### src/hdl/cks_pkg.sv
// constants, field layout and state types for the system clock select block
// assumes a 32-bit apb register bus and a 10 MHz block clock
package cks_pkg;

  // ***********************************************
  // register map
  // ***********************************************
  localparam int           ADDR_W      = 8;
  localparam logic [7:0]   ADDR_CTRL   = 8'h00;
  localparam logic [7:0]   ADDR_STAT   = 8'h04;
  localparam logic [7:0]   ADDR_CFG    = 8'h08;
  localparam int           IFS_LSB     = 3;
  localparam int           IFS_MSB     = 6;
  localparam int           SEL_LSB     = 0;
  localparam int           SEL_MSB     = 1;
  localparam int           ST_SEC_RDY  = 7;
  localparam int           ST_TIMEOUT  = 5;
  localparam int           ST_HF_RDY   = 4;
  localparam int           ST_LF_RDY   = 1;
  localparam int           ST_HF_STB   = 0;
  localparam int           CFG_SEC_EN  = 0;

  // ***********************************************
  // reset values and encodings
  // ***********************************************
  localparam logic [3:0]   IFS_RESET   = 4'h7;
  localparam logic [1:0]   SEL_RESET   = 2'h0;
  localparam logic [1:0]   SEL_FUSED   = 2'h0;
  localparam logic [1:0]   SEL_SEC     = 2'h1;
  localparam logic [3:0]   IFS_FIRST_HF = 4'h2;
  localparam logic [3:0]   IFS_TOP     = 4'hF;
  localparam logic [3:0]   IFS_MID_TOP = 4'hC;
  localparam logic [3:0]   SHIFT_MAX   = 4'h9;
  localparam logic [2:0]   FOSC_LOW_GAIN  = 3'h0;
  localparam logic [2:0]   FOSC_MID_GAIN  = 3'h1;
  localparam logic [2:0]   FOSC_HIGH_GAIN = 3'h2;
  localparam logic [2:0]   FOSC_INTERNAL  = 3'h4;

  // ***********************************************
  // timing
  // ***********************************************
  localparam int           OST_COUNT_DEF = 1024;
  localparam int           OST_W       = 11;
  localparam int           HF_CNT_W    = 9;

  // sync vector lanes
  localparam int           SY_EXT      = 0;
  localparam int           SY_SEC      = 1;
  localparam int           SY_LF       = 2;
  localparam int           SY_HF       = 3;
  localparam int           SY_N        = 4;

  typedef enum logic [1:0] {SRC_FUSED, SRC_SEC, SRC_INT} cks_src_t;
  typedef enum logic [1:0] {SW_IDLE, SW_START, SW_FALL, SW_HOLD} cks_sw_t;

endpackage : cks_pkg

### src/hdl/cks_clock_select.sv
// system clock source selection, glitch-free switching and two-speed start-up
// assumes oscillator waveforms arrive as levels synchronous to clk, slower than clk/2
//
// Behaviour
// - reset loads frequency select 0111, 500 kHz
// - select 00 uses fused oscillator mode source
// - select 01 uses secondary crystal oscillator
// - select 1x uses internal block frequency
// - reset clears system clock select
// - automatic switches leave select field unchanged
// - frequency switch: start, fall, hold, rise
// - same-oscillator frequency change skips start-up wait
// - hf oscillator enable on hf code
// - hf ready flag while hf usable
// - hf stable flag within half percent
// - lf oscillator enable on lf or timers
// - lf ready flag while lf usable
// - postscaler offers listed hf and lf rates
// - timeout flag shows fused external source
// - secondary oscillator runs only when enabled
// - internal mode frees pins, clock-out fuse
// - two-speed only in crystal modes
// - run internal while timer counts 1024
// - sleep aborts start-up, flag stays clear
// - frequency select code decode table
// - two-speed needs fuse, select 00, entry
// - end: internal fall, flag, crystal fall
`timescale 1ns/1ns
module cks_clock_select #(
  parameter int OST_COUNT = cks_pkg::OST_COUNT_DEF
) (
  input  wire logic                      clk,                // 10 MHz block clock
  input  wire logic                      rst,                // async reset, active high
  input  wire logic                      psel,               // apb select
  input  wire logic                      penable,            // apb access phase
  input  wire logic                      pwrite,             // apb direction
  input  wire logic [cks_pkg::ADDR_W-1:0] paddr,             // apb byte address
  input  wire logic [31:0]               pwdata,             // apb write data
  output logic      [31:0]               prdata,             // apb read data
  output logic                           pready,             // apb ready
  output logic                           pslverr,            // apb error, unmapped address
  input  wire logic [2:0]                fused_osc_mode,     // fused oscillator mode
  input  wire logic                      two_speed_enable_fuse, // two-speed start-up fuse
  input  wire logic                      clk_out_enable_fuse_n, // low: clock-out on pin
  input  wire logic                      power_up_timer_done, // power-up timer expired
  input  wire logic                      power_up_timer_on,  // power-up timer needs lf
  input  wire logic                      watchdog_timer_on,  // watchdog needs lf
  input  wire logic                      failsafe_monitor_on, // fail-safe monitor needs lf
  input  wire logic                      sleep_req,          // device in sleep
  input  wire logic                      ext_osc_clk,        // fused external source
  input  wire logic                      sec_osc_clk,        // secondary crystal
  input  wire logic                      sec_osc_ready,      // secondary crystal usable
  input  wire logic                      lf_osc_clk,         // lf internal oscillator
  input  wire logic                      lf_osc_ready,       // lf running
  input  wire logic                      hf_osc_clk,         // hf internal oscillator
  input  wire logic                      hf_osc_ready,       // hf running
  input  wire logic                      hf_osc_stable,      // hf within tolerance
  output logic                           hf_osc_en,          // hf oscillator enable
  output logic                           lf_osc_en,          // lf oscillator enable
  output logic                           sec_osc_en,         // secondary oscillator enable
  output logic                           sys_clk_out,        // glitch-free system clock
  output logic [1:0]                     sys_clk_src,        // source now driving the clock
  output logic                           primary_pin_gpio,   // primary input pin is i/o
  output logic                           secondary_pin_clkout // secondary pin drives clock-out
);

  // ***********************************************
  // state
  // ***********************************************
  typedef struct packed {
    logic [3:0]                   ifs;
    logic [1:0]                   sel;
    logic                         sec_en;
    logic [cks_pkg::SY_N-1:0]     sy1;
    logic [cks_pkg::SY_N-1:0]     sy2;
    logic [cks_pkg::SY_N-1:0]     sy3;
    logic [cks_pkg::HF_CNT_W-1:0] hf_cnt;
    logic [cks_pkg::OST_W-1:0]    ost_cnt;
    logic                         ost_done;
    logic                         timeout;
    cks_pkg::cks_src_t            cur_src;
    logic [3:0]                   cur_ifs;
    cks_pkg::cks_src_t            new_src;
    logic [3:0]                   new_ifs;
    cks_pkg::cks_sw_t             sw;
    logic                         cur_d;
    logic                         new_d;
    logic                         clk_o;
    logic                         hf_en;
    logic                         lf_en;
    logic                         hf_rdy;
    logic                         hf_stb;
    logic                         lf_rdy;
    logic                         sec_rdy;
    logic [31:0]                  rdata;
  } cks_state_t;

  cks_state_t s_r;
  cks_state_t s_nxt;

  localparam logic [cks_pkg::OST_W-1:0] OST_LAST = cks_pkg::OST_W'(OST_COUNT - 1);

  // ***********************************************
  // decode helpers
  // ***********************************************
  function automatic logic is_lf(input logic [3:0] c);
    return c < cks_pkg::IFS_FIRST_HF;
  endfunction : is_lf

  // hf divide exponent: 16 MHz >> shift
  function automatic logic [3:0] ifs_shift(input logic [3:0] c);
    if (c[3])
      return cks_pkg::IFS_TOP - c;
    else if (c[2])
      return cks_pkg::IFS_MID_TOP - c;
    else
      return cks_pkg::SHIFT_MAX;
  endfunction : ifs_shift

  function automatic logic int_lvl(input logic [3:0] c, input logic [cks_pkg::HF_CNT_W-1:0] cnt,
                                   input logic hf, input logic lf);
    logic [3:0] sh;
    sh = ifs_shift(c);
    if (is_lf(c))
      return lf;
    else if (sh == 4'h0)
      return hf;
    else
      return cnt[sh - 4'h1];
  endfunction : int_lvl

  function automatic logic src_lvl(input cks_pkg::cks_src_t src, input logic [3:0] c,
                                   input logic [cks_pkg::HF_CNT_W-1:0] cnt,
                                   input logic [cks_pkg::SY_N-1:0] lv);
    unique case (src)
      cks_pkg::SRC_FUSED: return lv[cks_pkg::SY_EXT];
      cks_pkg::SRC_SEC:   return lv[cks_pkg::SY_SEC];
      default:            return int_lvl(c, cnt, lv[cks_pkg::SY_HF], lv[cks_pkg::SY_LF]);
    endcase
  endfunction : src_lvl

  function automatic logic is_xtal(input logic [2:0] m);
    return m == cks_pkg::FOSC_LOW_GAIN || m == cks_pkg::FOSC_MID_GAIN || m == cks_pkg::FOSC_HIGH_GAIN;
  endfunction : is_xtal

  // ***********************************************
  // combinational next state
  // ***********************************************
  logic              apb_acc;
  logic              apb_wr;
  logic              mapped;
  logic              fused_int;
  logic              xtal;
  logic              two_speed;
  logic              ext_rise;
  logic              hf_rise;
  cks_pkg::cks_src_t tgt_src;
  logic              tgt_ready;
  logic              cur_lvl;
  logic              new_lvl;
  logic              int_live;
  logic              int_next;
  logic              hf_busy;
  logic              lf_busy;

  always_comb begin
    s_nxt     = s_r;
    apb_acc   = psel && penable;
    apb_wr    = apb_acc && pwrite;
    mapped    = paddr == cks_pkg::ADDR_CTRL || paddr == cks_pkg::ADDR_STAT || paddr == cks_pkg::ADDR_CFG;
    fused_int = fused_osc_mode == cks_pkg::FOSC_INTERNAL;
    xtal      = is_xtal(fused_osc_mode);
    ext_rise  = s_r.sy2[cks_pkg::SY_EXT] && !s_r.sy3[cks_pkg::SY_EXT];
    hf_rise   = s_r.sy2[cks_pkg::SY_HF] && !s_r.sy3[cks_pkg::SY_HF];

    // source levels pass two flops before anything looks at them
    s_nxt.sy1 = {hf_osc_clk, lf_osc_clk, sec_osc_clk, ext_osc_clk};
    s_nxt.sy2 = s_r.sy1;
    s_nxt.sy3 = s_r.sy2;
    if (hf_rise)
      s_nxt.hf_cnt = s_r.hf_cnt + cks_pkg::HF_CNT_W'(1);

    // register writes; status is read-only
    if (apb_wr && paddr == cks_pkg::ADDR_CTRL) begin
      s_nxt.ifs = pwdata[cks_pkg::IFS_MSB:cks_pkg::IFS_LSB];
      s_nxt.sel = pwdata[cks_pkg::SEL_MSB:cks_pkg::SEL_LSB];
    end
    if (apb_wr && paddr == cks_pkg::ADDR_CFG)
      s_nxt.sec_en = pwdata[cks_pkg::CFG_SEC_EN];

    // start-up timer counts external edges; sleep aborts it
    two_speed = two_speed_enable_fuse && s_r.sel == cks_pkg::SEL_FUSED && xtal;
    if (sleep_req || !xtal) begin
      s_nxt.ost_cnt  = '0;
      s_nxt.ost_done = 1'b0;
    end else if (power_up_timer_done && !s_r.ost_done && ext_rise) begin
      s_nxt.ost_cnt = s_r.ost_cnt + cks_pkg::OST_W'(1);
      if (s_r.ost_cnt == OST_LAST)
        s_nxt.ost_done = 1'b1;
    end

    // wanted source; automatic choices never touch sel
    if (s_r.sel[1])
      tgt_src = cks_pkg::SRC_INT;
    else if (s_r.sel == cks_pkg::SEL_SEC)
      tgt_src = cks_pkg::SRC_SEC;
    else if (fused_int || (two_speed && !s_r.ost_done))
      tgt_src = cks_pkg::SRC_INT;
    else
      tgt_src = cks_pkg::SRC_FUSED;

    unique case (s_r.new_src)
      cks_pkg::SRC_FUSED: tgt_ready = !xtal || s_r.ost_done;
      cks_pkg::SRC_SEC:   tgt_ready = sec_osc_ready && s_r.sec_en;
      default:            tgt_ready = is_lf(s_r.new_ifs) ? lf_osc_ready : hf_osc_ready;
    endcase

    cur_lvl = src_lvl(s_r.cur_src, s_r.cur_ifs, s_r.hf_cnt, s_r.sy2);
    new_lvl = src_lvl(s_r.new_src, s_r.new_ifs, s_r.hf_cnt, s_r.sy2);
    s_nxt.cur_d = cur_lvl;
    s_nxt.new_d = new_lvl;

    // ***********************************************
    // switch sequencer
    // ***********************************************
    unique case (s_r.sw)
      cks_pkg::SW_IDLE: begin
        if (tgt_src != s_r.cur_src || (tgt_src == cks_pkg::SRC_INT && s_r.ifs != s_r.cur_ifs)) begin
          s_nxt.new_src = tgt_src;
          s_nxt.new_ifs = s_r.ifs;
          // same oscillator behind both settings: it is running already
          if (tgt_src == cks_pkg::SRC_INT && s_r.cur_src == cks_pkg::SRC_INT
              && is_lf(s_r.ifs) == is_lf(s_r.cur_ifs))
            s_nxt.sw = cks_pkg::SW_FALL;
          else
            s_nxt.sw = cks_pkg::SW_START;
        end
      end
      cks_pkg::SW_START: begin
        if (tgt_src != s_r.new_src)
          s_nxt.sw = cks_pkg::SW_IDLE;
        else if (tgt_ready)
          s_nxt.sw = cks_pkg::SW_FALL;
      end
      cks_pkg::SW_FALL: begin
        if (s_r.cur_d && !cur_lvl) begin
          s_nxt.sw = cks_pkg::SW_HOLD;
          if (s_r.new_src == cks_pkg::SRC_FUSED && xtal)
            s_nxt.timeout = 1'b1;
        end
      end
      cks_pkg::SW_HOLD: begin
        // crystal hand-over waits a falling edge, the rest a rising edge
        if ((s_r.new_src == cks_pkg::SRC_FUSED && xtal) ? (s_r.new_d && !new_lvl)
                                                         : (!s_r.new_d && new_lvl)) begin
          s_nxt.sw      = cks_pkg::SW_IDLE;
          s_nxt.cur_src = s_r.new_src;
          s_nxt.cur_ifs = s_r.new_ifs;
          if (s_r.new_src == cks_pkg::SRC_FUSED && !fused_int)
            s_nxt.timeout = 1'b1;
          else if (s_r.new_src == cks_pkg::SRC_INT)
            s_nxt.timeout = 1'b0;
        end
      end
    endcase
    if (sleep_req && xtal && !s_r.ost_done)
      s_nxt.timeout = 1'b0;

    // output low through the hold so no short pulse escapes
    s_nxt.clk_o = (s_nxt.sw == cks_pkg::SW_HOLD) ? 1'b0 : cur_lvl;

    // oscillator enables and status
    // the oscillator behind the live or the incoming internal clock stays on until the switch ends,
    // otherwise a frozen waveform never gives the edge that the sequencer waits for
    int_live = s_r.cur_src == cks_pkg::SRC_INT;
    int_next = s_r.sw != cks_pkg::SW_IDLE && s_r.new_src == cks_pkg::SRC_INT;
    hf_busy  = (int_live && !is_lf(s_r.cur_ifs)) || (int_next && !is_lf(s_r.new_ifs));
    lf_busy  = (int_live && is_lf(s_r.cur_ifs)) || (int_next && is_lf(s_r.new_ifs));
    s_nxt.hf_en = (!is_lf(s_r.ifs) && (fused_int || s_r.sel[1] || two_speed)) || hf_busy;
    s_nxt.lf_en = (is_lf(s_r.ifs) && (fused_int || s_r.sel[1] || two_speed)) || lf_busy
                  || power_up_timer_on || watchdog_timer_on || failsafe_monitor_on;
    s_nxt.hf_rdy  = s_r.hf_en && hf_osc_ready;
    s_nxt.hf_stb  = s_r.hf_en && hf_osc_ready && hf_osc_stable;
    s_nxt.lf_rdy  = s_r.lf_en && lf_osc_ready;
    s_nxt.sec_rdy = !s_r.sec_en || sec_osc_ready;

    // read data latched in setup so the access phase answers at once
    if (psel && !penable) begin
      s_nxt.rdata = '0;
      unique case (paddr)
        cks_pkg::ADDR_CTRL: begin
          s_nxt.rdata[cks_pkg::IFS_MSB:cks_pkg::IFS_LSB] = s_r.ifs;
          s_nxt.rdata[cks_pkg::SEL_MSB:cks_pkg::SEL_LSB] = s_r.sel;
        end
        cks_pkg::ADDR_STAT: begin
          s_nxt.rdata[cks_pkg::ST_SEC_RDY] = s_r.sec_rdy;
          s_nxt.rdata[cks_pkg::ST_TIMEOUT] = s_r.timeout;
          s_nxt.rdata[cks_pkg::ST_HF_RDY]  = s_r.hf_rdy;
          s_nxt.rdata[cks_pkg::ST_LF_RDY]  = s_r.lf_rdy;
          s_nxt.rdata[cks_pkg::ST_HF_STB]  = s_r.hf_stb;
        end
        cks_pkg::ADDR_CFG: s_nxt.rdata[cks_pkg::CFG_SEC_EN] = s_r.sec_en;
        default: s_nxt.rdata = '0;
      endcase
    end
  end

  always_ff @(posedge clk or posedge rst) begin
    if (rst) begin
      s_r         <= '0;
      s_r.ifs     <= cks_pkg::IFS_RESET;
      s_r.sel     <= cks_pkg::SEL_RESET;
      s_r.cur_src <= cks_pkg::SRC_INT;
      s_r.cur_ifs <= cks_pkg::IFS_RESET;
      s_r.new_src <= cks_pkg::SRC_INT;
      s_r.new_ifs <= cks_pkg::IFS_RESET;
      s_r.sw      <= cks_pkg::SW_IDLE;
      s_r.sec_rdy <= 1'b1;
    end else begin
      s_r <= s_nxt;
    end
  end

  // ***********************************************
  // outputs
  // ***********************************************
  assign prdata               = s_r.rdata;
  assign pready               = apb_acc;
  assign pslverr              = apb_acc && !mapped;
  assign hf_osc_en            = s_r.hf_en;
  assign lf_osc_en            = s_r.lf_en;
  assign sec_osc_en           = s_r.sec_en;
  assign sys_clk_out          = s_r.clk_o;
  assign sys_clk_src          = s_r.cur_src;
  assign primary_pin_gpio     = fused_int;
  assign secondary_pin_clkout = fused_int && !clk_out_enable_fuse_n;
endmodule : cks_clock_select

### config.mk
export PLATFORM = sky130hd
export DESIGN_NAME = cks_clock_select
export DESIGN_NICKNAME = d
export VERILOG_FILES = /design/src/hdl/cks_pkg.sv /design/src/hdl/cks_clock_select.sv
export SDC_FILE = /design/constraint.sdc
export NUM_CORES = 1
export LEC_CHECK = 0
export BUFFER_PORTS_ARGS = -buffer_cell sky130_fd_sc_hd__buf_4
export CAP_MARGIN = 20
export CORE_MARGIN = 1.5
export CORE_UTILIZATION = 36
export DETAILED_ROUTE_END_ITERATION = 7
export PLACE_DENSITY_LB_ADDON = 0.1
export SLEW_MARGIN = 20
export SYNTH_ARGS = -nofsm -noshare
export SYNTH_HDL_FRONTEND = slang
export SYNTH_SLANG_ARGS = --single-unit
export TNS_END_PERCENT = 30
### constraint.sdc
create_clock -name clk -period 6.9 [get_ports clk]
set_input_delay 0.345 -clock clk [delete_from_list [all_inputs] [get_ports clk]]
set_output_delay 0.345 -clock clk [all_outputs]
set_load 0.01 [all_outputs]
-- Yosys cells after proc, flatten, opt, wreduce, memory -nomap -nowiden
Cells that the tools add are included.
- register bits after elaboration: 71
- output and inout port bits: 42
- bits of input ports: 63
- reduce and logical (&&, ||, !) cells: 86
- muxes and demuxes: 46
- eq/ne operators: 24
- order comparisons: 5
- add/sub/neg operators: 8
- operators by type and width (kind ; count):
    logical AND 1 bit ; 35
    2-to-1 mux 12 bit ; 2
    2-to-1 mux 4 bit ; 6
    logical OR 1 bit ; 18
    2-to-1 mux 1 bit ; 18
    2-to-1 mux 2 bit ; 9
    subtractor 4 bit (first input constant) ; 4
    zero test 1 bit ; 15
    equality test 2 bit (second input constant) ; 6
    less-than comparator 4 x 2 -> 1 bit (second input constant) ; 3
    adder 11 x 1 -> 11 bit (second input constant) ; 1
    equality test 11 x 10 -> 1 bit (second input constant) ; 1
    less-than comparator 4 x 5 -> 1 bit (second input constant) ; 2
    one-hot mux 1 bit (2 select lines) ; 5
    adder 9 x 1 -> 9 bit (second input constant) ; 1
    != test 3 bit (second input constant) ; 3
    binary-select mux 1 bit (select 4 bit) ; 2
    equality test 2 x 1 -> 1 bit (second input constant) ; 4
    equality test 8 x 3 -> 1 bit (second input constant) ; 1
    equality test 8 x 4 -> 1 bit (second input constant) ; 1
    zero test 2 bit ; 4
    zero test 4 bit ; 2
    zero test 8 bit ; 1
    one-hot mux 2 bit (4 select lines) ; 1
    17 further kinds ; 24

-- Longest topological paths before layout
Gate-level depths: netlist of run 1.
- word-level depth: 17
- depth in mapped cells: 14
- depth with buffers taken out: 13

-- Least setup slack after synthesis of run 1
OpenSTA, ideal clock, no wires.
- path type: flip-flop to flip-flop
- start: register s_r[50] in the netlist's numbering
- end: register s_r[41] in the netlist's numbering
- arrival: 2.953 ns
- slack: 3.821 ns
- cell stages (with the launch flop): 14
- clock period less this slack: 3.079 ns
- setup time: 0.126 ns
- buffers on the path: 1
- data required time: 6.774 ns
- path through: dfstp_2 -> clkbuf_1 -> inv_1 -> ha_1 -> nand2_1 -> nor2_1 -> a21oi_1 -> ha_1 -> o211a_1 -> a2111o_1 -> o41ai_1 -> o22ai_1 -> and3_1 -> a221o_1
- RTL lines (item ; line ; RTL):
    start: declaration ; cks_clock_select.sv:98 ; cks_state_t s_r;
    start signal: assignment ; cks_clock_select.sv:320 ; s_r <= s_nxt;

-- Worst setup path in the final report of run 1
- start: register s_r[52] in the netlist's numbering
- end: register s_r[55] in the netlist's numbering
- word-level cells in the longest chain between the ends: 14
- elaborated cells on any way between the ends: 17
- classes of those cells: add/sub: 3; order compare: 1; eq/ne: 1; mux: 8; reduce/logical: 4
- ends and longest elaborated chain (item ; line ; RTL):
    subtractor 4 bit ; cks_clock_select.sv:115 ; return cks_pkg::IFS_MID_TOP - c;
    2-to-1 mux 4 bit ; cks_clock_select.sv:114 ; else if (c[2])
    2-to-1 mux 4 bit ; cks_clock_select.sv:112 ; if (c[3])
    2-to-1 mux 4 bit ; cks_clock_select.sv:135 ; unique case (src)
    subtractor 4 x 1 -> 4 bit ; cks_clock_select.sv:129 ; return cnt[sh - 4'h1];
    binary-select mux 1 bit (select 4 bit) ; cks_clock_select.sv:129 ;
    2-to-1 mux 1 bit (not written as such) ; cks_clock_select.sv:129 ;
    2-to-1 mux 1 bit ; cks_clock_select.sv:126 ; else if (sh == 4'h0)
    2-to-1 mux 1 bit (*) ; cks_clock_select.sv:124 ; if (is_lf(c))
    one-hot mux 1 bit (2 select lines) (*) ; cks_clock_select.sv:135 ;
    zero test 1 bit (*) ; cks_clock_select.sv:246 ; if (s_r.cur_d && !cur_lvl) begin
    logical AND 1 bit (*) ; cks_clock_select.sv:246 ;
    != test 3 bit (no line) (*) ; -- ;
    AND reduction 5 bit (no line) (*) ; -- ;
Mark *: on every way between the ends. The rest lies on a longest branch, timed or not. The select of a mux whose other input is x is not followed.
A chain may end at the register's enable or synchronous reset.

==> run_results.csv, run 1 <==
group,metric,value,unit
die,pin_count,105,
timing,tns,0,ns
grt,grt_use_total,16.01,%
power,switching_share,32.45,%
yosys,synth_enable_flop_cells,0,
timing,grt_setup_unrepaired,"no",
critical_path,end_kind,"flip-flop",
grt,antenna_found_initial,0,
grt,grt_pass1_vias,2868,
yosys,ys_types,70,
clock_network,ctsResizeCount,0,
timing,timing.slew.headroom,35.37,%
power,power_frac_comb,26.4,%
grt,grt_max_degree,70,
placed_design,io_buffers,53,
grt,grt_pass1_wl,14360,um
timing,fmax,290.2,MHz
power,leakage,2.074,nW
finish,fin_nets,505,
min_path,hold_path.class,"in2reg",
flow_run,cap_violations,0,
critical_path,reg2reg_slack,3.45,ns
power,pwr-share-seq,42.8,%
finish,drive_above_1_share,25.11,%
placed_design,place_area,4359,um^2
detailed_routing,dr.pass1.iters,4,
die,die_area,11820,um^2
finish,fillCellCount,1083,
clock_network,cts_tree,"built",
clock_network,cts_buffer_depth,2,
timing,skew,0.01053,ns
yosys,ys_ff_latch,69,
detailed_routing,vias_per_cell,4.995,
yosys,ys.flop_type,"dfrtp_1",
timing,finalCriticalPeriod,3.446,ns
critical_path,r2r_start,"s_r[52]",
min_path,min-delay-start,"sec_osc_clk",
critical_path,crit_fanout,21,
die,start_util,36.97,%
clock_network,ctsHoldBuffers,0,
critical_path,crit_arrival,3.71,ns
die,coreArea,10890,um^2
placed_design,gp_congestion,0.7903,
critical_path,r2r_cells,10,
die,row_count,38,
yosys,synthCells,398,
timing,finalSetupViolCount,0,
critical_path,required,7.16,ns
yosys,synthArstFlopShare,100.0,%
finish,final_area,4602,um^2
detailed_routing,routed_wirelength,8540,um
critical_path,critPathLaunchType,"flip-flop",
power,fin_total_pwr,0.001283,W
status,status,"finished, final reports clean",
clock_network,cts.sinks,69,
critical_path,critPathKind,"reg2reg",
die,die_w,108.7,um
finish,seqCellArea,1742,um^2
clock_network,clk_pin_slew,0.08,ns
detailed_routing,drt_iter0_drc,138,
power,p_int,0.0008669,W
yosys,avgSynthCellArea,10.11,um^2
clock_network,numCtsBuffers,9,
power,irDropWorstVdd,136.5,uV
detailed_routing,postRouteAntennaNets,0,
placed_design,dp_hpwl,6208,um
die,die_h,108.7,um
min_path,min_to,"s_nxt[82]",
finish,diodes,0,
grt,overflow,0,
yosys,ys_seq_area_share,43.27,%
timing,slew_viol_final,0,
timing,fin_crit_sh,49.95,%
power,clkPwrFrac,30.8,%
clock_network,clock-root-buffer,"clkbuf_8",
timing,finalHoldViolCount,0,
detailed_routing,drc,0,
detailed_routing,vias,2907,
yosys,ys_warn_count,0,
power,power.density,278.9,nW/um^2
power,p_switching,0.0004164,W
detailed_routing,avgRoutedWirePerCell,14.67,um
finish,synthToLayoutAreaGrowth,14.33,%
clock_network,htree_num_levels,3,
clock_network,clock_latency,0.36,ns
min_path,hold_depth,1,
yosys,synth.cell_area,4025,um^2
finish,multi_input_area,1981,um^2
critical_path,reg2reg_to,"s_r[55]",
clock_network,post_cts_buffers,0,
timing,tightest_slew,0.9564,ns
cell type report:
type,count,area share (%)
Inverter,15,1.223
Timing Repair Buffer,54,8.809
Clock inverter,4,1.686
Multi-Input combinational cell,288,43.04
Clock buffer,12,3.589
Tap cell,140,3.806
Sequential cell,69,37.85
power by group through the flow:
stage	Combinational, W	Sequential, W	Clock (W)
6_report	0.000339	0.000549	0.000395
3_5_place_dp	0.000339	0.000558	0
4_1_cts	0.000342	0.000550	0.000411
3_3_place_gp	0.000337	0.000557	0
5_1_grt	0.000379	0.000562	0.000426
2_1_floorplan	0.000298	0.000512	0
worst max-delay path: stages (launching register included):
cell,delay (ns)
dfrtp_1,0.80
and2b_1,0.33
mux2_2,0.30
ha_1,0.25
o211a_1,0.14
a2111o_1,0.42
a221oi_1,0.22
a211oi_1,0.10
o22ai_1,0.33
nand4_1,0.15
a221oi_1,0.30
sequential cells by signal (all words and copies together) (netlist names):
register and flops:
lf_osc_en 1, s_nxt 8, sys_clk_src 2, sec_osc_en 1, sys_clk_out 1, prdata 7, s_r 48, hf_osc_en 1
cells in the mapped netlist, types with 2 or more instances:
cell | number | share of area (%)
nand2b_1 | 4 | 0.62
nor4_1 | 2 | 0.31
clkbuf_1 | 7 | 0.65
nor3_1 | 9 | 1.1
xnor2_1 | 15 | 3.3
o21ai_0 | 10 | 1.2
a222oi_1 | 2 | 0.50
xor2_1 | 13 | 2.8
nor2_1 | 30 | 2.8
a211oi_1 | 2 | 0.37
buf_2 | 5 | 0.62
dfstp_2 | 12 | 7.8
nand3b_1 | 4 | 0.75
mux2_1 | 5 | 1.4
mux2_4 | 4 | 1.5
a32o_1 | 2 | 0.50
o221ai_1 | 2 | 0.44
nor4b_1 | 2 | 0.44
o21ai_1 | 2 | 0.25
o41ai_1 | 3 | 0.65
mux2_2 | 13 | 3.6
nand3_1 | 11 | 1.4
nand2_1 | 29 | 2.7
inv_1 | 14 | 1.3
dfrtp_1 | 57 | 35
or3_1 | 2 | 0.31
nor2b_1 | 4 | 0.62
buf_1 | 2 | 0.19
mux2i_1 | 17 | 4.2
o211ai_1 | 3 | 0.56
buf_4 | 34 | 6.3
and3_1 | 8 | 1.2
ha_1 | 5 | 1.6
a21o_1 | 2 | 0.37
buf_6 | 2 | 0.56
a221oi_1 | 2 | 0.44
nand4_1 | 5 | 0.78
o22ai_1 | 2 | 0.31
o31ai_1 | 2 | 0.37
o32ai_1 | 2 | 0.44
nor3b_1 | 2 | 0.37
a21oi_1 | 15 | 1.9
and2_1 | 3 | 0.47
metal layers:
layer,track usage (%),part of all wire [%],vias up
met5,0,0,-
met3,3.347,4.0,12
met1,20.80,47,1381
met4,7.801,2.0,0
met2,25.34,47,79
li1,-,-,1435
metrics by stage:
step	util (%)	hold WS, ns	setup slack (ns)	std cells
floorplan	-	0.3312	3.821	422
global placement	40.04	0.3323	3.466	566
detailed placement	40.04	0.3347	3.415	566
CTS	42.27	0.06562	3.404	582
global route	42.27	0.06991	3.269	582
finish	42.27	0.08780	3.454	582
how the worst max path moves through the flow:
| stage | startpoint | slack [ns] | to | depth (start not counted) |
|---|---|---|---|---|
| 4_1_cts | s_r[52] | 3.40 | s_r[55] | 10 |
| 2_1_floorplan | s_r[50] | 3.82 | s_r[41] | 13 |
| 3_5_place_dp | s_r[52] | 3.41 | s_r[55] | 10 |
| 5_1_grt | s_r[52] | 3.27 | s_r[55] | 10 |
| 3_3_place_gp | s_r[52] | 3.47 | s_r[55] | 10 |
| 6_report | s_r[52] | 3.45 | s_r[55] | 10 |
cells by family after synthesis:
family | count (synthesis) | synth area share, %
simple gates | 124 | 15.95
compound gates | 66 | 11.97
xor+xnor | 28 | 6.093
mux | 40 | 11.31
other cells | 1 | 0.09317
flops | 69 | 43.27
buf+inv | 65 | 9.760
fa+ha+maj | 5 | 1.554
layout by cell type (no fill, tap or decap), types with 5 or more instances in the layout:
master	instances
xnor2_1	15
nor3_1	9
nand3_1	11
conb_1	25
mux2i_1	17
o21ai_0	10
dfstp_2	12
nand2_1	29
dfrtp_1	57
a21oi_1	15
mux2_1	5
nand4_1	5
xor2_1	13
mux2_2	13
and3_1	8
clkbuf_8	12
ha_1	5
nor2_1	30
buf_4	54
inv_1	13
No activity file was read; power rests on OpenSTA's default activity.
==> inputs of run 2 (changes only) <==
- ABC_AREA: unset -> 1
- clock period: 6.9 -> 3.1 ns (I/O delays scaled with it)
==> run_results.csv, run 2 <==
group,metric,value,unit
placed_design,place_area,4543,um^2
detailed_routing,vias_per_cell,4.611,
power,power.density,805.3,nW/um^2
yosys,ys_types,38,
detailed_routing,drt_iter0_drc,168,
grt,overflow,0,
die,pin_count,105,
yosys,synth_commonest_cells,"nand2_1 (121), inv_1 (75), nor2_1 (58)",
timing,slew_viol_final,0,
finish,fin_nets,670,
grt,antenna_found_initial,0,
die,die_w,110.6,um
yosys,synthCells,549,
grt,grt_pass1_vias,3382,
detailed_routing,routed_wirelength,9315,um
min_path,hold_depth,3,
yosys,yosysMostFrequentCell,"nand2_1",
finish,largest_reg_flops,48,
finish,drive_above_1_share,19.44,%
finish,layout_common_cells,"nand2_1 (121), inv_1 (74), nor2_1 (58)",
power,irDropWorstVdd,425.7,uV
finish,synthToLayoutAreaGrowth,16.95,%
clock_network,cts_buffer_depth,2,
timing,timing.slew.headroom,52.76,%
yosys,synthArstFlopShare,100.0,%
die,coreArea,11370,um^2
die,die_h,110.6,um
yosys,avgSynthCellArea,7.585,um^2
clock_network,htree_num_levels,3,
power,leakage,2.450,nW
detailed_routing,avgRoutedWirePerCell,12.42,um
timing,finalCriticalPeriod,2.683,ns
clock_network,clk_pin_slew,0.06,ns
detailed_routing,postRouteAntennaNets,0,
status,status,"finished, final reports clean",
detailed_routing,vias,3458,
die,start_util,36.62,%
yosys,yosys.area.top_type,"dfrtp_1",
yosys,synth.cell_area,4164,um^2
clock_network,numCtsBuffers,9,
timing,fin_crit_sh,86.56,%
timing,tns,0,ns
finish,final_area,4870,um^2
finish,diodes,0,
detailed_routing,drc,0,
yosys,synth_top_area_share,34.25,%
detailed_routing,dr.pass1.iters,4,
placed_design,gp_congestion,0.8370,
clock_network,cts_tree,"built",
critical_path,crit_fanout,4,
flow_run,cap_violations,0,
clock_network,clock_latency,0.32,ns
yosys,ys_seq_area_share,41.83,%
placed_design,io_buffers,53,
yosys,synthTopCellsByArea,"dfrtp_1 (34%), nand2_1 (11%), dfstp_2 (7.6%)",
yosys,ys.flop_type,"dfrtp_1",
finish,mostFrequentLayoutCell,"nand2_1",
timing,finalSetupViolCount,0,
timing,skew,0.004003,ns
critical_path,required,3.29,ns
timing,fmax,372.7,MHz
critical_path,r2r_cells,19,
grt,grt_max_degree,38,
timing,tightest_slew,0.7075,ns
die,row_count,39,
critical_path,crit_arrival,2.87,ns
die,die_area,12220,um^2
grt,grt_use_total,15.81,%
timing,grt_setup_unrepaired,"no",
yosys,ys_ff_latch,69,
clock_network,cts.sinks,69,
finish,top_register,"s_r",
clock_network,clock-root-buffer,"clkbuf_16",
yosys,ys_warn_count,0,
critical_path,end_kind,"flip-flop",
min_path,hold_path.class,"in2reg",
critical_path,critPathKind,"reg2reg",
yosys,synth_enable_flop_cells,0,
timing,finalHoldViolCount,0,
clock_network,post_cts_buffers,0,
grt,grt_pass1_wl,15760,um
critical_path,critPathLaunchType,"flip-flop",
placed_design,dp_hpwl,7106,um
## run 2: cell count changes in the layout (fill, tap and decap cells not counted), moves of 12 or more
cell | previous run | this run
clkbuf_8 | 12 | 0
inv_1 | 13 | 74
mux2_2 | 13 | 0
mux2i_1 | 17 | 0
nand2_1 | 29 | 121
nand2_2 | 0 | 12
nand3_1 | 11 | 38
nor2_1 | 30 | 58
xnor2_1 | 15 | 0
## run 2: worst max-delay path: stages, from the launching register on
cell and delay (ns):
dfstp_2 0.57, inv_1 0.09, ha_1 0.31, nand2_1 0.05
nor2_1 0.08, nor2_1 0.06, ha_1 0.34, nand4_1 0.10
nor2_1 0.13, nand3_1 0.07, nand2_1 0.06, inv_1 0.03
nand2_1 0.05, nand2_1 0.05, nand2_1 0.05, nand2_1 0.12
nand2_1 0.11, inv_1 0.05, nand3_1 0.09, o2111ai_1 0.12
## run 2: worst paths after layout
check / startpoint / end / slack [ns]
setup / recovery: s_r[49] / s_r[41] / 0.42
hold / removal: lf_osc_ready / s_r[33] / 0.03
setup reg to reg: s_r[49] / s_r[41] / 0.42
hold reg to reg: s_nxt[83] / s_nxt[79] / 0.35
max in group asynchronous: rst / s_r[50] / 1.89
min in group asynchronous: rst / s_r[80] / 0.51
## run 2: routing by layer
| layer | global-route usage, % | routed length, um | share of wire, % | vias up |
|---|---|---|---|---|
| met2 | 25.76 | 4464 | 48 | 64 |
| met1 | 21.12 | 4325 | 46 | 1594 |
| met3 | 3.183 | 366 | 3.9 | 10 |
| met4 | 5.128 | 159 | 1.7 | 0 |
| met5 | 0 | 0 | 0 | - |
| li1 | - | - | - | 1790 |
## run 2: layout make-up
type / instances / area [um^2]
clock buffers: 10 / 229.0
clock inverters: 6 / 47.55
fillers: 1192 / 6500
inverters: 82 / 307.8
multi-input cells: 381 / 1897
flip-flops and latches: 69 / 1742
well taps: 143 / 178.9
repair buffers: 59 / 467.9
## run 2: metrics by stage
step	worst slack [ns]	cells	hold slack, ns	total power (W)	util (%)
after detailed placement	0.4323	729	0.2656	0.002985	39.96
after global routing	0.2071	750	0.03083	0.004263	42.83
after floorplan	0.7690	573	0.1864	0.002649	-
final	0.4166	750	0.02800	0.003922	42.83
after CTS	0.4118	750	0.01850	0.003972	42.83
after global placement	0.4614	729	0.2653	0.002949	39.96
## run 2: cell families after synthesis
kind of cell               Yosys count  share of synthesized area (%)
and+or+nand+nor                    271                          29.63
buffers and inverters              123                          14.78
DFF                                 69                          41.83
AOI/OAI and AO/OA                   67                          9.435
xor gates and xnor gates            13                          2.734
adders and majority gates            5                          1.502
other                                1                        0.09006
## run 2: report_power, final
group / switching (W) / total (W) / internal [W]
registers: 0.000223 / 0.00132 / 0.00110
logic: 0.00104 / 0.00164 / 0.000602
clock network: 0.000406 / 0.000953 / 0.000547
## run 2: repair_timing
action / in CTS / in global routing
hold endpoints to repair: 28 / 0
hold buffers: 5 / 0
resized for setup: 0 / 0
==> inputs of run 3 (changes only) <==
- CORE_UTILIZATION: 36 -> 49
- CTS_CLUSTER_SIZE: unset -> 14
- PLACE_DENSITY: unset -> 0.77
- PLACE_DENSITY_LB_ADDON: 0.1 -> unset
==> run_results.csv, run 3 (synthesis results as in run 2) <==
group,metric,value,unit
die,pin_count,105,
clock_network,cts_tree,"built",
timing,finalCriticalPeriod,2.626,ns
finish,synthToLayoutAreaGrowth,14.54,%
die,die_w,95.19,um
detailed_routing,vias,3600,
flow_run,cap_violations,0,
clock_network,clock-root-buffer,"clkbuf_8",
grt,antenna_found_initial,0,
critical_path,reg2reg_slack,0.47,ns
finish,multi_input_area,1897,um^2
placed_design,dp_hpwl,6792,um
power,power.density,788.8,nW/um^2
critical_path,r2r_cells,20,
placed_design,io_buffers,53,
min_path,min_to,"s_r[33]",
min_path,hold_depth,3,
status,status,"finished, final reports clean",
detailed_routing,dr.pass1.iters,5,
clock_network,cts.sinks,69,
clock_network,htree_num_levels,3,
finish,postLayoutCoreUtil,58.05,%
finish,seqCellArea,1742,um^2
power,leakage,2.446,nW
timing,finalHoldViolCount,0,
clock_network,cts_buffer_depth,2,
finish,layout_common_cells,"nand2_1 (121), inv_1 (74), nor2_1 (58)",
clock_network,clock_latency,0.35,ns
die,coreArea,8217,um^2
finish,diodes,0,
timing,worst_slack,0.4736,ns
placed_design,placed_cells,692,
die,row_count,33,
critical_path,critPathLaunchType,"flip-flop",
grt,grt_pass1_wl,15070,um
clock_network,clk_pin_slew,0.08,ns
critical_path,crit_arrival,2.87,ns
grt,overflow,0,
grt,grt_use_total,21.30,%
detailed_routing,postRouteAntennaNets,0,
critical_path,crit_fanout,4,
die,die_area,9060,um^2
timing,fmax,380.8,MHz
placed_design,gp_congestion,0.9560,
finish,mostFrequentLayoutCell,"nand2_1",
grt,grt_pass1_vias,3398,
detailed_routing,avgRoutedWirePerCell,12.66,um
timing,tightest_slew,0.5257,ns
finish,top_register,"s_r",
detailed_routing,drt_iter0_drc,249,
finish,largest_reg_flops,48,
clock_network,numCtsBuffers,9,
power,irDropWorstVdd,438.2,uV
timing,fin_crit_sh,84.72,%
detailed_routing,vias_per_cell,5.035,
finish,stdcell_count,715,
detailed_routing,drc,0,
die,die_h,95.19,um
critical_path,critPathKind,"reg2reg",
min_path,min-delay-start,"lf_osc_ready",
critical_path,end_kind,"flip-flop",
timing,slew_viol_final,0,
finish,drive_above_1_share,19.67,%
timing,skew,0.01497,ns
timing,tns,0,ns
critical_path,required,3.35,ns
placed_design,place_ws,0.4964,ns
min_path,hold_path.class,"in2reg",
detailed_routing,routed_wirelength,9049,um
timing,timing.slew.headroom,64.82,%
die,start_util,50.68,%
critical_path,reg2reg_to,"s_r[55]",
timing,finalSetupViolCount,0,
finish,fin_nets,673,
finish,fillCellCount,743,
critical_path,r2r_start,"s_r[49]",
grt,grt_max_degree,31,
power,fin_total_pwr,0.003762,W
timing,grt_setup_unrepaired,"no",
run 3: area by class of cell:
class / instances / area share (%)
clock buffers: 11 / 3.174
clock inverters: 5 / 1.207
well taps: 105 / 2.754
repair buffers: 62 / 10.13
inverters: 82 / 6.453
flip-flops and latches: 69 / 36.52
multi-input cells: 381 / 39.77
run 3: layer usage:
metal / part of all wire (%) / GRT usage (%) / vias to the layer above
met2: 50 / 36.29 / 94
met1: 45 / 27.04 / 1690
li1: - / - / 1803
met3: 3.4 / 3.668 / 13
met5: 0 / 0 / -
met4: 1.8 / 7.711 / 0
run 3: power breakdown:
part / switching [W] / internal, W
registers: 0.000226 / 0.00110
logic: 0.00106 / 0.000603
clock network: 0.000360 / 0.000417
total: 0.00164 / 0.00212
run 3: critical path, cell delays in order (launching register included):
cell and delay, ns:
dfstp_2 0.58, inv_1 0.09, ha_1 0.31, nand2_1 0.07, nor2_1 0.04, nor2_1 0.14, ha_1 0.18, inv_1 0.04
nand2_1 0.07, nand2_1 0.08, nand3b_1 0.16, nand3_1 0.08, nand2_1 0.05, nand2_1 0.05, nand2_1 0.05, nand2_1 0.11
nand4_1 0.11, nand2_1 0.11, nand3_1 0.08, nand3_1 0.08, nand2_1 0.05
run 3: per-stage QoR:
step	area, um^2	hold slack [ns]
2_1_floorplan	4254	0.1864
3_3_place_gp	4491	0.1768
3_5_place_dp	4491	0.1807
4_1_cts	4770	0.007328
5_1_grt	4770	0.02221
6_report	4770	0.007256
run 3: worst max-delay path by stage:
stage	start	to	slack [ns]
2_1_floorplan	s_r[49]	s_r[41]	0.77
4_1_cts	s_r[49]	s_r[41]	0.48
6_report	s_r[49]	s_r[55]	0.47
5_1_grt	s_r[49]	s_r[41]	0.18
3_3_place_gp	s_r[49]	s_r[41]	0.53
3_5_place_dp	s_r[49]	s_r[41]	0.50
run 3: what timing repair did:
item / CTS / global route
hold buffers: 7 / 0
resized for setup: 0 / 0
setup buffers: 0 / 0
hold endpoints to repair: 25 / 0
